<file path="config.mk">
export PLATFORM = sky130hd
export DESIGN_NAME = cci_compare_irq
export DESIGN_NICKNAME = d
export VERILOG_FILES = /design/src/hdl/cci_pkg.sv /design/src/hdl/cci_compare_irq.sv
export SDC_FILE = /design/constraint.sdc
export NUM_CORES = 1
export LEC_CHECK = 0
export BUFFER_PORTS_ARGS = -buffer_cell sky130_fd_sc_hd__buf_2
export CAP_MARGIN = 20
export CELL_PAD_IN_SITES_DETAIL_PLACEMENT = 0
export CELL_PAD_IN_SITES_GLOBAL_PLACEMENT = 2
export CORE_MARGIN = 8
export CORE_UTILIZATION = 43
export CTS_CLUSTER_SIZE = 14
export DETAILED_ROUTE_END_ITERATION = 10
export HOLD_SLACK_MARGIN = 0.05
export PLACE_DENSITY = 0.85
export SLEW_MARGIN = 10
export SYNTH_ARGS = -nofsm -noshare
export SYNTH_HDL_FRONTEND = slang
export SYNTH_SLANG_ARGS = --single-unit
</file>
<file path="constraint.sdc">
create_clock -name clock -period 18 [get_ports clock]
set_clock_uncertainty 0.1 [all_clocks]
set_input_delay 3.6 -clock clock [delete_from_list [all_inputs] [get_ports clock]]
set_output_delay 3.6 -clock clock [all_outputs]
set_load 0.01 [all_outputs]
</file>
<file path="src/hdl/cci_pkg.sv">
// Purpose: constants and types for the counter compare interrupt block
// Assumes: single 50 MHz clock, asynchronous active-high reset
// Notes: register map lives here, offsets are byte addresses
// Notes on behaviour
// - Each unit holds two comparison values
// - Matching enabled unit raises an interrupt request; irq pin only with its mask bit set, and mask resets to 0
// - Per-unit setting, default disabled; first-value mode
// - Either-value mode fires on either match
// - Setting held disabled unless unit assigned
// - Each unit has its own event output
// - Four units, indexed zero to three
// - Count and values compared as signed 32-bit
package cci_pkg;

    // ==========================================================
    // Sizes
    localparam int unsigned NUM_UNITS = 4;
    localparam int unsigned ADDR_W = 8;
    localparam int unsigned DATA_W = 32;

    // ==========================================================
    // Register offsets
    localparam logic [7:0] OFF_CFG = 8'h00;
    localparam logic [7:0] OFF_STATUS = 8'h04;
    localparam logic [7:0] OFF_MASK = 8'h08;
    localparam logic [7:0] OFF_FIRST_BASE = 8'h10;
    localparam logic [7:0] OFF_SECOND_BASE = 8'h20;

    // ==========================================================
    // Field layout and reset values
    localparam int unsigned CFG_FIELD_W = 2;
    localparam logic [1:0] CFG_RESET = 2'h0;
    localparam logic [3:0] MASK_RESET = 4'h0;
    localparam logic [31:0] VALUE_RESET = 32'h0;

    // Interrupt choice per unit
    typedef enum logic [1:0] {
        CCI_MODE_OFF = 2'h0,
        CCI_MODE_FIRST = 2'h1,
        CCI_MODE_EITHER = 2'h2
    } cci_mode_t;

endpackage : cci_pkg

</file>
<file path="src/hdl/cci_compare_irq.sv">
// Purpose: compare-match event and interrupt for four counter units
// Assumes: counts come from logic on the same clock
// Notes: register read data valid the cycle after the read strobe
`timescale 1ns/100ps
module cci_compare_irq
    import cci_pkg::*;
(
    input wire logic clock,
    input wire logic rst,
    input wire logic [cci_pkg::ADDR_W-1:0] addr,
    input wire logic [cci_pkg::DATA_W-1:0] wdata,
    input wire logic wr_en,
    input wire logic rd_en,
    output logic [cci_pkg::DATA_W-1:0] rdata,
    input wire logic [4*32-1:0] count_value,
    input wire logic [3:0] unit_assigned,
    output logic [3:0] match_event,
    output logic irq
);
    import cci_pkg::*;

    // ==========================================================
    // State
    typedef struct packed {
        logic [3:0][1:0] cfg;
        logic [3:0][31:0] first_compare_value;
        logic [3:0][31:0] second_compare_value;
        logic [3:0] prev_match;
        logic [3:0] match_event;
        logic [3:0] status;
        logic [3:0] mask;
        logic [31:0] rdata;
        logic irq;
    } cci_state_t;

    cci_state_t st;
    cci_state_t next_st;
    logic [3:0] match_now;
    logic [3:0] rise;

    // Signed equality of one unit against a value
    function automatic logic cci_eq(input logic signed [31:0] a,
                                    input logic signed [31:0] b);
        return a == b;
    endfunction

    // Effective choice: forced off while unit has no fast input
    function automatic logic [1:0] cci_eff(input logic [1:0] c,
                                           input logic assigned);
        return assigned ? c : CCI_MODE_OFF;
    endfunction

    // ==========================================================
    // Match detection
    always_comb
    begin
        for (int u = 0; u < NUM_UNITS; u++)
        begin
            logic e0;
            logic e1;
            e0 = cci_eq(count_value[u*32 +: 32], st.first_compare_value[u]);
            e1 = cci_eq(count_value[u*32 +: 32], st.second_compare_value[u]);
            unique case (cci_eff(st.cfg[u], unit_assigned[u]))
                CCI_MODE_FIRST: match_now[u] = e0;
                CCI_MODE_EITHER: match_now[u] = e0 | e1;
                default: match_now[u] = 1'b0;
            endcase
        end
        rise = match_now & ~st.prev_match;
    end

    // ==========================================================
    // Next state and register bus
    always_comb
    begin
        logic [3:0] idx;
        next_st = st;
        idx = 4'(addr[3:2]);
        next_st.prev_match = match_now;
        next_st.match_event = rise;
        // sticky request; set beats read clear
        next_st.status = st.status;
        if (rd_en && addr == OFF_STATUS)
            next_st.status = 4'h0;
        next_st.status = next_st.status | rise;
        next_st.irq = |(next_st.status & st.mask);
        next_st.rdata = 32'h0;
        if (wr_en)
        begin
            if (addr == OFF_CFG)
            begin
                // per-unit choice, illegal code stored as off
                for (int u = 0; u < NUM_UNITS; u++)
                    next_st.cfg[u] = (wdata[u*2 +: 2] == 2'h3)
                        ? CFG_RESET : wdata[u*2 +: 2];
            end
            else if (addr == OFF_MASK)
                next_st.mask = wdata[3:0];
            else if (addr[7:4] == OFF_FIRST_BASE[7:4])
                next_st.first_compare_value[idx[1:0]] = wdata;
            else if (addr[7:4] == OFF_SECOND_BASE[7:4])
                next_st.second_compare_value[idx[1:0]] = wdata;
        end
        if (rd_en)
        begin
            if (addr == OFF_CFG)
                for (int u = 0; u < NUM_UNITS; u++)
                    next_st.rdata[u*2 +: 2] =
                        cci_eff(st.cfg[u], unit_assigned[u]);
            else if (addr == OFF_STATUS)
                next_st.rdata[3:0] = st.status;
            else if (addr == OFF_MASK)
                next_st.rdata[3:0] = st.mask;
            else if (addr[7:4] == OFF_FIRST_BASE[7:4])
                next_st.rdata = st.first_compare_value[idx[1:0]];
            else if (addr[7:4] == OFF_SECOND_BASE[7:4])
                next_st.rdata = st.second_compare_value[idx[1:0]];
        end
    end

    // ==========================================================
    // State register; four units
    always_ff @(posedge clock or posedge rst)
    begin
        if (rst)
        begin
            st <= '0;
            st.mask <= MASK_RESET;
        end
        else
            st <= next_st;
    end

    assign rdata = st.rdata;
    assign match_event = st.match_event;
    assign irq = st.irq;

    // ==========================================================
    // Assertions
    // Checks sit on internal state as well as on the pins, so a fault
    // in the decode shows here before it reaches the handler side.

    // Status bit of unit two, watched by the sticky check
    logic status_set_2;
    assign status_set_2 = st.status[2];

    a_event_onset: assert property (
        @(posedge clock) disable iff (rst)
        rise[0] |=> match_event[0])
        else $error("event missing after match onset");

    a_event_single: assert property (
        @(posedge clock) disable iff (rst)
        match_event[1] |=> !match_event[1])
        else $error("event longer than one cycle");

    a_unassigned_quiet: assert property (
        @(posedge clock) disable iff (rst)
        !unit_assigned[2] |-> !match_now[2])
        else $error("match on unassigned unit");

    a_first_mode: assert property (
        @(posedge clock) disable iff (rst)
        (unit_assigned[0] && st.cfg[0] == CCI_MODE_FIRST)
        |-> match_now[0] == (count_value[31:0]
            == st.first_compare_value[0]))
        else $error("first mode mismatch");

    a_either_mode: assert property (
        @(posedge clock) disable iff (rst)
        (unit_assigned[1] && st.cfg[1] == CCI_MODE_EITHER
         && count_value[63:32] == st.second_compare_value[1])
        |-> match_now[1])
        else $error("either mode missed second value");

    a_off_mode: assert property (
        @(posedge clock) disable iff (rst)
        st.cfg[3] == CCI_MODE_OFF |-> !match_now[3])
        else $error("disabled unit matched");

    // event always leaves a status bit
    a_status_sticky: assert property (
        @(posedge clock) disable iff (rst)
        match_event[2] |-> status_set_2)
        else $error("status not set with event");

    a_irq_level: assert property (
        @(posedge clock) disable iff (rst)
        ##1 irq == $past(|(next_st.status & st.mask)))
        else $error("irq does not follow masked status");

    // first values only change on a write
    a_values_held: assert property (
        @(posedge clock) disable iff (rst)
        !wr_en |=> $stable(st.first_compare_value))
        else $error("compare value changed without write");

    a_signed_eq: assert property (
        @(posedge clock) disable iff (rst)
        (unit_assigned[3] && st.cfg[3] == CCI_MODE_FIRST
         && count_value[127:96] == st.first_compare_value[3])
        |-> match_now[3])
        else $error("signed equality missed");

    // second values only change on a write
    a_second_held: assert property (
        @(posedge clock) disable iff (rst)
        !wr_en |=> $stable(st.second_compare_value))
        else $error("second value changed without write");

    // choice only changes on a write
    a_cfg_held: assert property (
        @(posedge clock) disable iff (rst)
        !wr_en |=> $stable(st.cfg))
        else $error("choice changed without write");

    a_cfg_legal: assert property (
        @(posedge clock) disable iff (rst)
        st.cfg[0] != 2'h3 && st.cfg[1] != 2'h3
        && st.cfg[2] != 2'h3 && st.cfg[3] != 2'h3)
        else $error("illegal choice stored");

    // first mode ignores the second value
    a_first_ignores: assert property (
        @(posedge clock) disable iff (rst)
        (st.cfg[2] == CCI_MODE_FIRST
         && count_value[95:64] != st.first_compare_value[2])
        |-> !match_now[2])
        else $error("first mode fired on second value");

    // either mode still takes first value
    a_either_first: assert property (
        @(posedge clock) disable iff (rst)
        (unit_assigned[1] && st.cfg[1] == CCI_MODE_EITHER
         && count_value[63:32] == st.first_compare_value[1])
        |-> match_now[1])
        else $error("either mode missed first value");

    // no unit matches without a fast input
    a_unassigned_all: assert property (
        @(posedge clock) disable iff (rst)
        (match_now & ~unit_assigned) == 4'h0)
        else $error("unassigned unit matched");

    // each event line comes from its own unit
    a_event_own_unit: assert property (
        @(posedge clock) disable iff (rst)
        |match_event |-> (match_event & ~$past(match_now)) == 4'h0)
        else $error("event without its unit matching");

    // no unit pulses twice in a row
    a_event_single_all: assert property (
        @(posedge clock) disable iff (rst)
        ##1 (match_event & $past(match_event)) == 4'h0)
        else $error("event line held two cycles");

    // a fully masked block stays silent
    a_irq_masked: assert property (
        @(posedge clock) disable iff (rst)
        ##1 $past(st.mask) == 4'h0 |-> !irq)
        else $error("irq with all units masked");

    // status read clears when nothing new arrives
    a_status_clear: assert property (
        @(posedge clock) disable iff (rst)
        (rd_en && addr == OFF_STATUS && rise == 4'h0)
        |=> st.status == 4'h0)
        else $error("status not cleared by read");

    // status holds without read or event
    a_status_hold: assert property (
        @(posedge clock) disable iff (rst)
        (!(rd_en && addr == OFF_STATUS) && rise == 4'h0)
        |=> $stable(st.status))
        else $error("status changed on its own");

    // read data stand only after a read strobe
    a_rdata_idle: assert property (
        @(posedge clock) disable iff (rst)
        !rd_en |=> rdata == 32'h0)
        else $error("read data without read strobe");

    c_first_event: cover property (@(posedge clock) disable iff (rst)
        match_event[0]);
    c_either_event: cover property (@(posedge clock) disable iff (rst)
        st.cfg[1] == CCI_MODE_EITHER && match_event[1]);
    c_irq_raised: cover property (@(posedge clock) disable iff (rst)
        irq);
    c_all_events: cover property (@(posedge clock) disable iff (rst)
        &match_event);
    c_masked_event: cover property (@(posedge clock) disable iff (rst)
        match_event[2] && !st.mask[2]);

endmodule // cci_compare_irq

</file>
==> impl_summary.log <==
[metrics] count of different cell masters after synthesis: 53
[metrics] buffer cell driving the clock tree root: clkbuf_16
[metrics] number of endpoints failing setup at the final stage: 0
[metrics] Area contributors post-synth: dfrtp_1 (45%), mux2_2 (16%), xor2_1 (9.1%)
[metrics] worst max-slew margin expressed relative to the limit: between 20% and 30%
[metrics] Via-to-Cell Ratio: around 6.2
[metrics] dominant register cell in the synthesized netlist: dfrtp_1
[metrics] kind of start point of the critical path: input port
[metrics] total number of placement rows: 73
[metrics] max-capacitance violation count: 0
[metrics] fin crit share: 33.4%
[metrics] port bufs: between 200 and 250
[metrics] total number of H-tree levels: 2
[metrics] clock-pin transition on the worst setup and hold timing paths: 0.06 ns
[metrics] number of global-route vias before repair: ~14000
[metrics] worst-margin pin slew: 1.08 ns
[metrics] die outline width: 217 um
[metrics] sum of net half-perimeters after detailed placement: approximately 55 mm
[metrics] Gate Count Post-Synth: 1437
[metrics] count of vias placed by the detailed router: 13365
[metrics] WL per Instance: 33.1 um
[metrics] number of nets with antenna violations after routing: 0
[metrics] number of antenna violations at the first check in global routing: 3
[metrics] cell types with the highest counts after synthesis: dfrtp_1 (313), mux2_2 (245), xor2_1 (181)
[metrics] metal1 wirelength: 29.8 mm
[metrics] largest fanout of any net on the critical path: 35
[metrics] slowest cell on the critical path: nand4_4
[metrics] # IOs: 213
[metrics] clock sink total: 313
[metrics] outcome: complete, no violations
[metrics] die span in y: 217 um
[metrics] total power divided by cell area: 104 mW/mm2
[metrics] net count of the mapped netlist: roughly 1600
[metrics] GP Congestion: 0.998
[metrics] Tot GR Track Use: 29.6%
[metrics] startpoint of the lowest-slack hold path: st[308]$_DFFE_PP0P_
[metrics] drc violations: 0
[metrics] placeable core region: 0.0398 mm2
[metrics] endpoint required time on the critical path: 18.33 ns
[metrics] clock tree from TritonCTS: done
[metrics] Crit. End Element: flip-flop
[metrics] flop2flop setup slack: 15.26 ns
[metrics] final-report hold violation count: 0
[metrics] Async SR Flop Fraction: 100%
[metrics] TritonCTS Buffers: 37
[metrics] CP Data Arrival Time: 6.34 ns
[metrics] post-synthesis average cell area: between 10 and 15 um2
[metrics] Resized cells post-CTS: 0
[metrics] number of enable flip-flop cells after synthesis: 0
[metrics] utilization of the core after routing: 50.1%
[metrics] series of cell instances along the critical path: buf_2 -> nor3_2 -> and2_1 -> buf_4 -> nand4_4 -> mux2_2
[metrics] longest individual stage delay on the worst path: about 0.8 ns
[metrics] deepest clock path buffer count: 3
[metrics] signed area change from the synthesized netlist to the final layout: 14.5%
[metrics] Setup Fix Bufs, Post-CTS: 0
[metrics] met2 wire len: roughly 33 mm
[metrics] netlist area before placement: 0.0174 mm2
[metrics] max layer used: met4
[metrics] Remaining Overflow, GRT: 0
[metrics] cell with the most instances after synthesis: dfrtp_1
[metrics] unrepaired setup endpoints after global routing: no
[metrics] setup TNS: 0 ns
[metrics] Total Die Area: around 0.047 mm2
[metrics] worst setup path start: addr[7]
[metrics] min cycle time layout: 6.01 ns
[metrics] layout net count: approximately 1800
[metrics] critical path class: input port to flip-flop
[metrics] Iter 0 DRT Violations: 1319
[metrics] leakage component of the power: 9.44 nW
[metrics] worst hold path class: flip-flop to flip-flop
[metrics] count of pins over their slew limit: 0
[metrics] reg2reg start: st[312]$_DFFE_PP0P_
[metrics] clock insertion delay at the later pin of the skew report: 0.56 ns
[metrics] register bit count reported by yosys: 313
[metrics] area share of the leading cell type in the synthesized netlist: 45.0%
[metrics] number of warnings issued by yosys: 0
[metrics] global-route wire length before repair: ~100 mm
[metrics] final routed wirelength across all metal layers: 71.4 mm
[metrics] fraction of final layout cells sized beyond drive strength 1: a little over a third
[metrics] sequential cell area fraction in the yosys report: 45.0%
[metrics] hold-fix buffers at CTS: 0
[metrics] pin count of the biggest net entering global routing: 118
[metrics] detailed-routed wire length on met3: 5.85 mm
[metrics] cell accounting for the most synthesized area: dfrtp_1
[metrics] iteration count of the initial detailed-routing pass: 5
[metrics] effective utilization at floorplan: 43.7%
[metrics] maximum resistive drop on vdd: approximately 0.06 mV
[metrics] maximum achievable frequency: 166 MHz
logic make-up (layout without fill, tap and decap cells):
logic type	Yosys count	in the layout	share of synthesized area (%)
muxes	309	309	23.2
adders and majority gates	8	8	0.575
other	0	2	0
xor gates and xnor gates	252	252	12.7
AOI/OAI and AO/OA	96	96	3.46
and+or+nand+nor	352	352	11.7
buffers and inverters	107	301	3.41
DFF	313	313	45.0
critical path: cells and delay by family:
family | cells | cell delay [ns]
and+or+nand+nor | 3 | 1.44
buffers and inverters | 2 | 0.64
muxes | 1 | 0.58
state kept, by name (all words and copies together), names as in the netlist:
register and count:
st 276, rdata 32, match_event 4, irq 1
final cells by class:
type | instances | area (um2)
clock inverters | 12 | 120
fillers | 3651 | 19900
clock buffers | 53 | 1110
diodes | 2 | 5.00
well taps | 525 | 657
flip-flops and latches | 313 | 7830
repair buffers | 227 | 1180
multi-input cells | 1017 | 8990
inverters | 9 | 41.3
through the flow:
stage / instances / worst slack (ns) / hold slack, ns / power, mW / cell area, um2
6_report: 2158 / 11.99 / 0.379 / 2.07 / 19900
5_1_grt: 2158 / 11.96 / 0.415 / 2.13 / 19900
4_1_cts: 2156 / 12.08 / 0.384 / 2.06 / 19900
3_5_place_dp: 2091 / 11.49 / 0.371 / 1.30 / 18700
3_3_place_gp: 2091 / 11.58 / 0.364 / 1.30 / 18700
2_1_floorplan: 1437 / 5.64 / 0.348 / 1.09 / 17400
power breakdown:
| group | internal (mW) | total, mW | switching (mW) |
|---|---|---|---|
| clock | 0.458 | 0.765 | 0.308 |
| combinational | 0.171 | 0.422 | 0.251 |
| sequential | 0.782 | 0.881 | 0.0988 |
per-layer routing:
layer	up-vias	track usage, %
met5	-	0
met4	0	13.4
met3	137	5.71
met2	731	45.8
met1	6939	39.9
li1	5558	-
path summary, 6_finish.rpt:
| check | endpoint | cells after the start |
|---|---|---|
| worst min-delay path | st[308]$_DFFE_PP0P_ | 2 |
| worst max-delay path | st[159]$_DFFE_PP0P_ | 6 |
| min in group asynchronous | rdata[30]$_DFF_PP0_ | 2 |
| max in group asynchronous | st[192]$_DFFE_PP0P_ | 4 |
| worst min register to register | st[308]$_DFFE_PP0P_ | 2 |
| worst max register to register | irq$_DFF_PP0_ | 8 |
cell usage in the layout, fill, tap and decap left out, types with 3 or more instances in the layout:
cell and count:
mux4_2 49, o31ai_1 4, a21oi_1 20, mux2_1 15, nor4_1 66, nand3_1 18
nand4b_1 9, o21ai_0 10, dfrtp_1 313, a21boi_0 7, inv_1 8, nand2_1 37
and2_1 6, or3_1 4, nand2b_1 16, nand4_1 44, buf_2 210, a22oi_1 13
clkinv_2 8, nor2b_1 16, clkbuf_8 8, or2_2 4, buf_4 17, nand3b_1 3
and3b_1 3, ha_1 8, or4_1 4, o22ai_1 34, mux2_2 245, and3_1 3
xor2_1 181, nand3_2 4, nor2_1 63, clkbuf_1 6, xnor2_1 71, clkbuf_16 39
nor4b_1 4, nor3_1 31, nand4bb_1 6
Power figures use the tool's default switching activity.
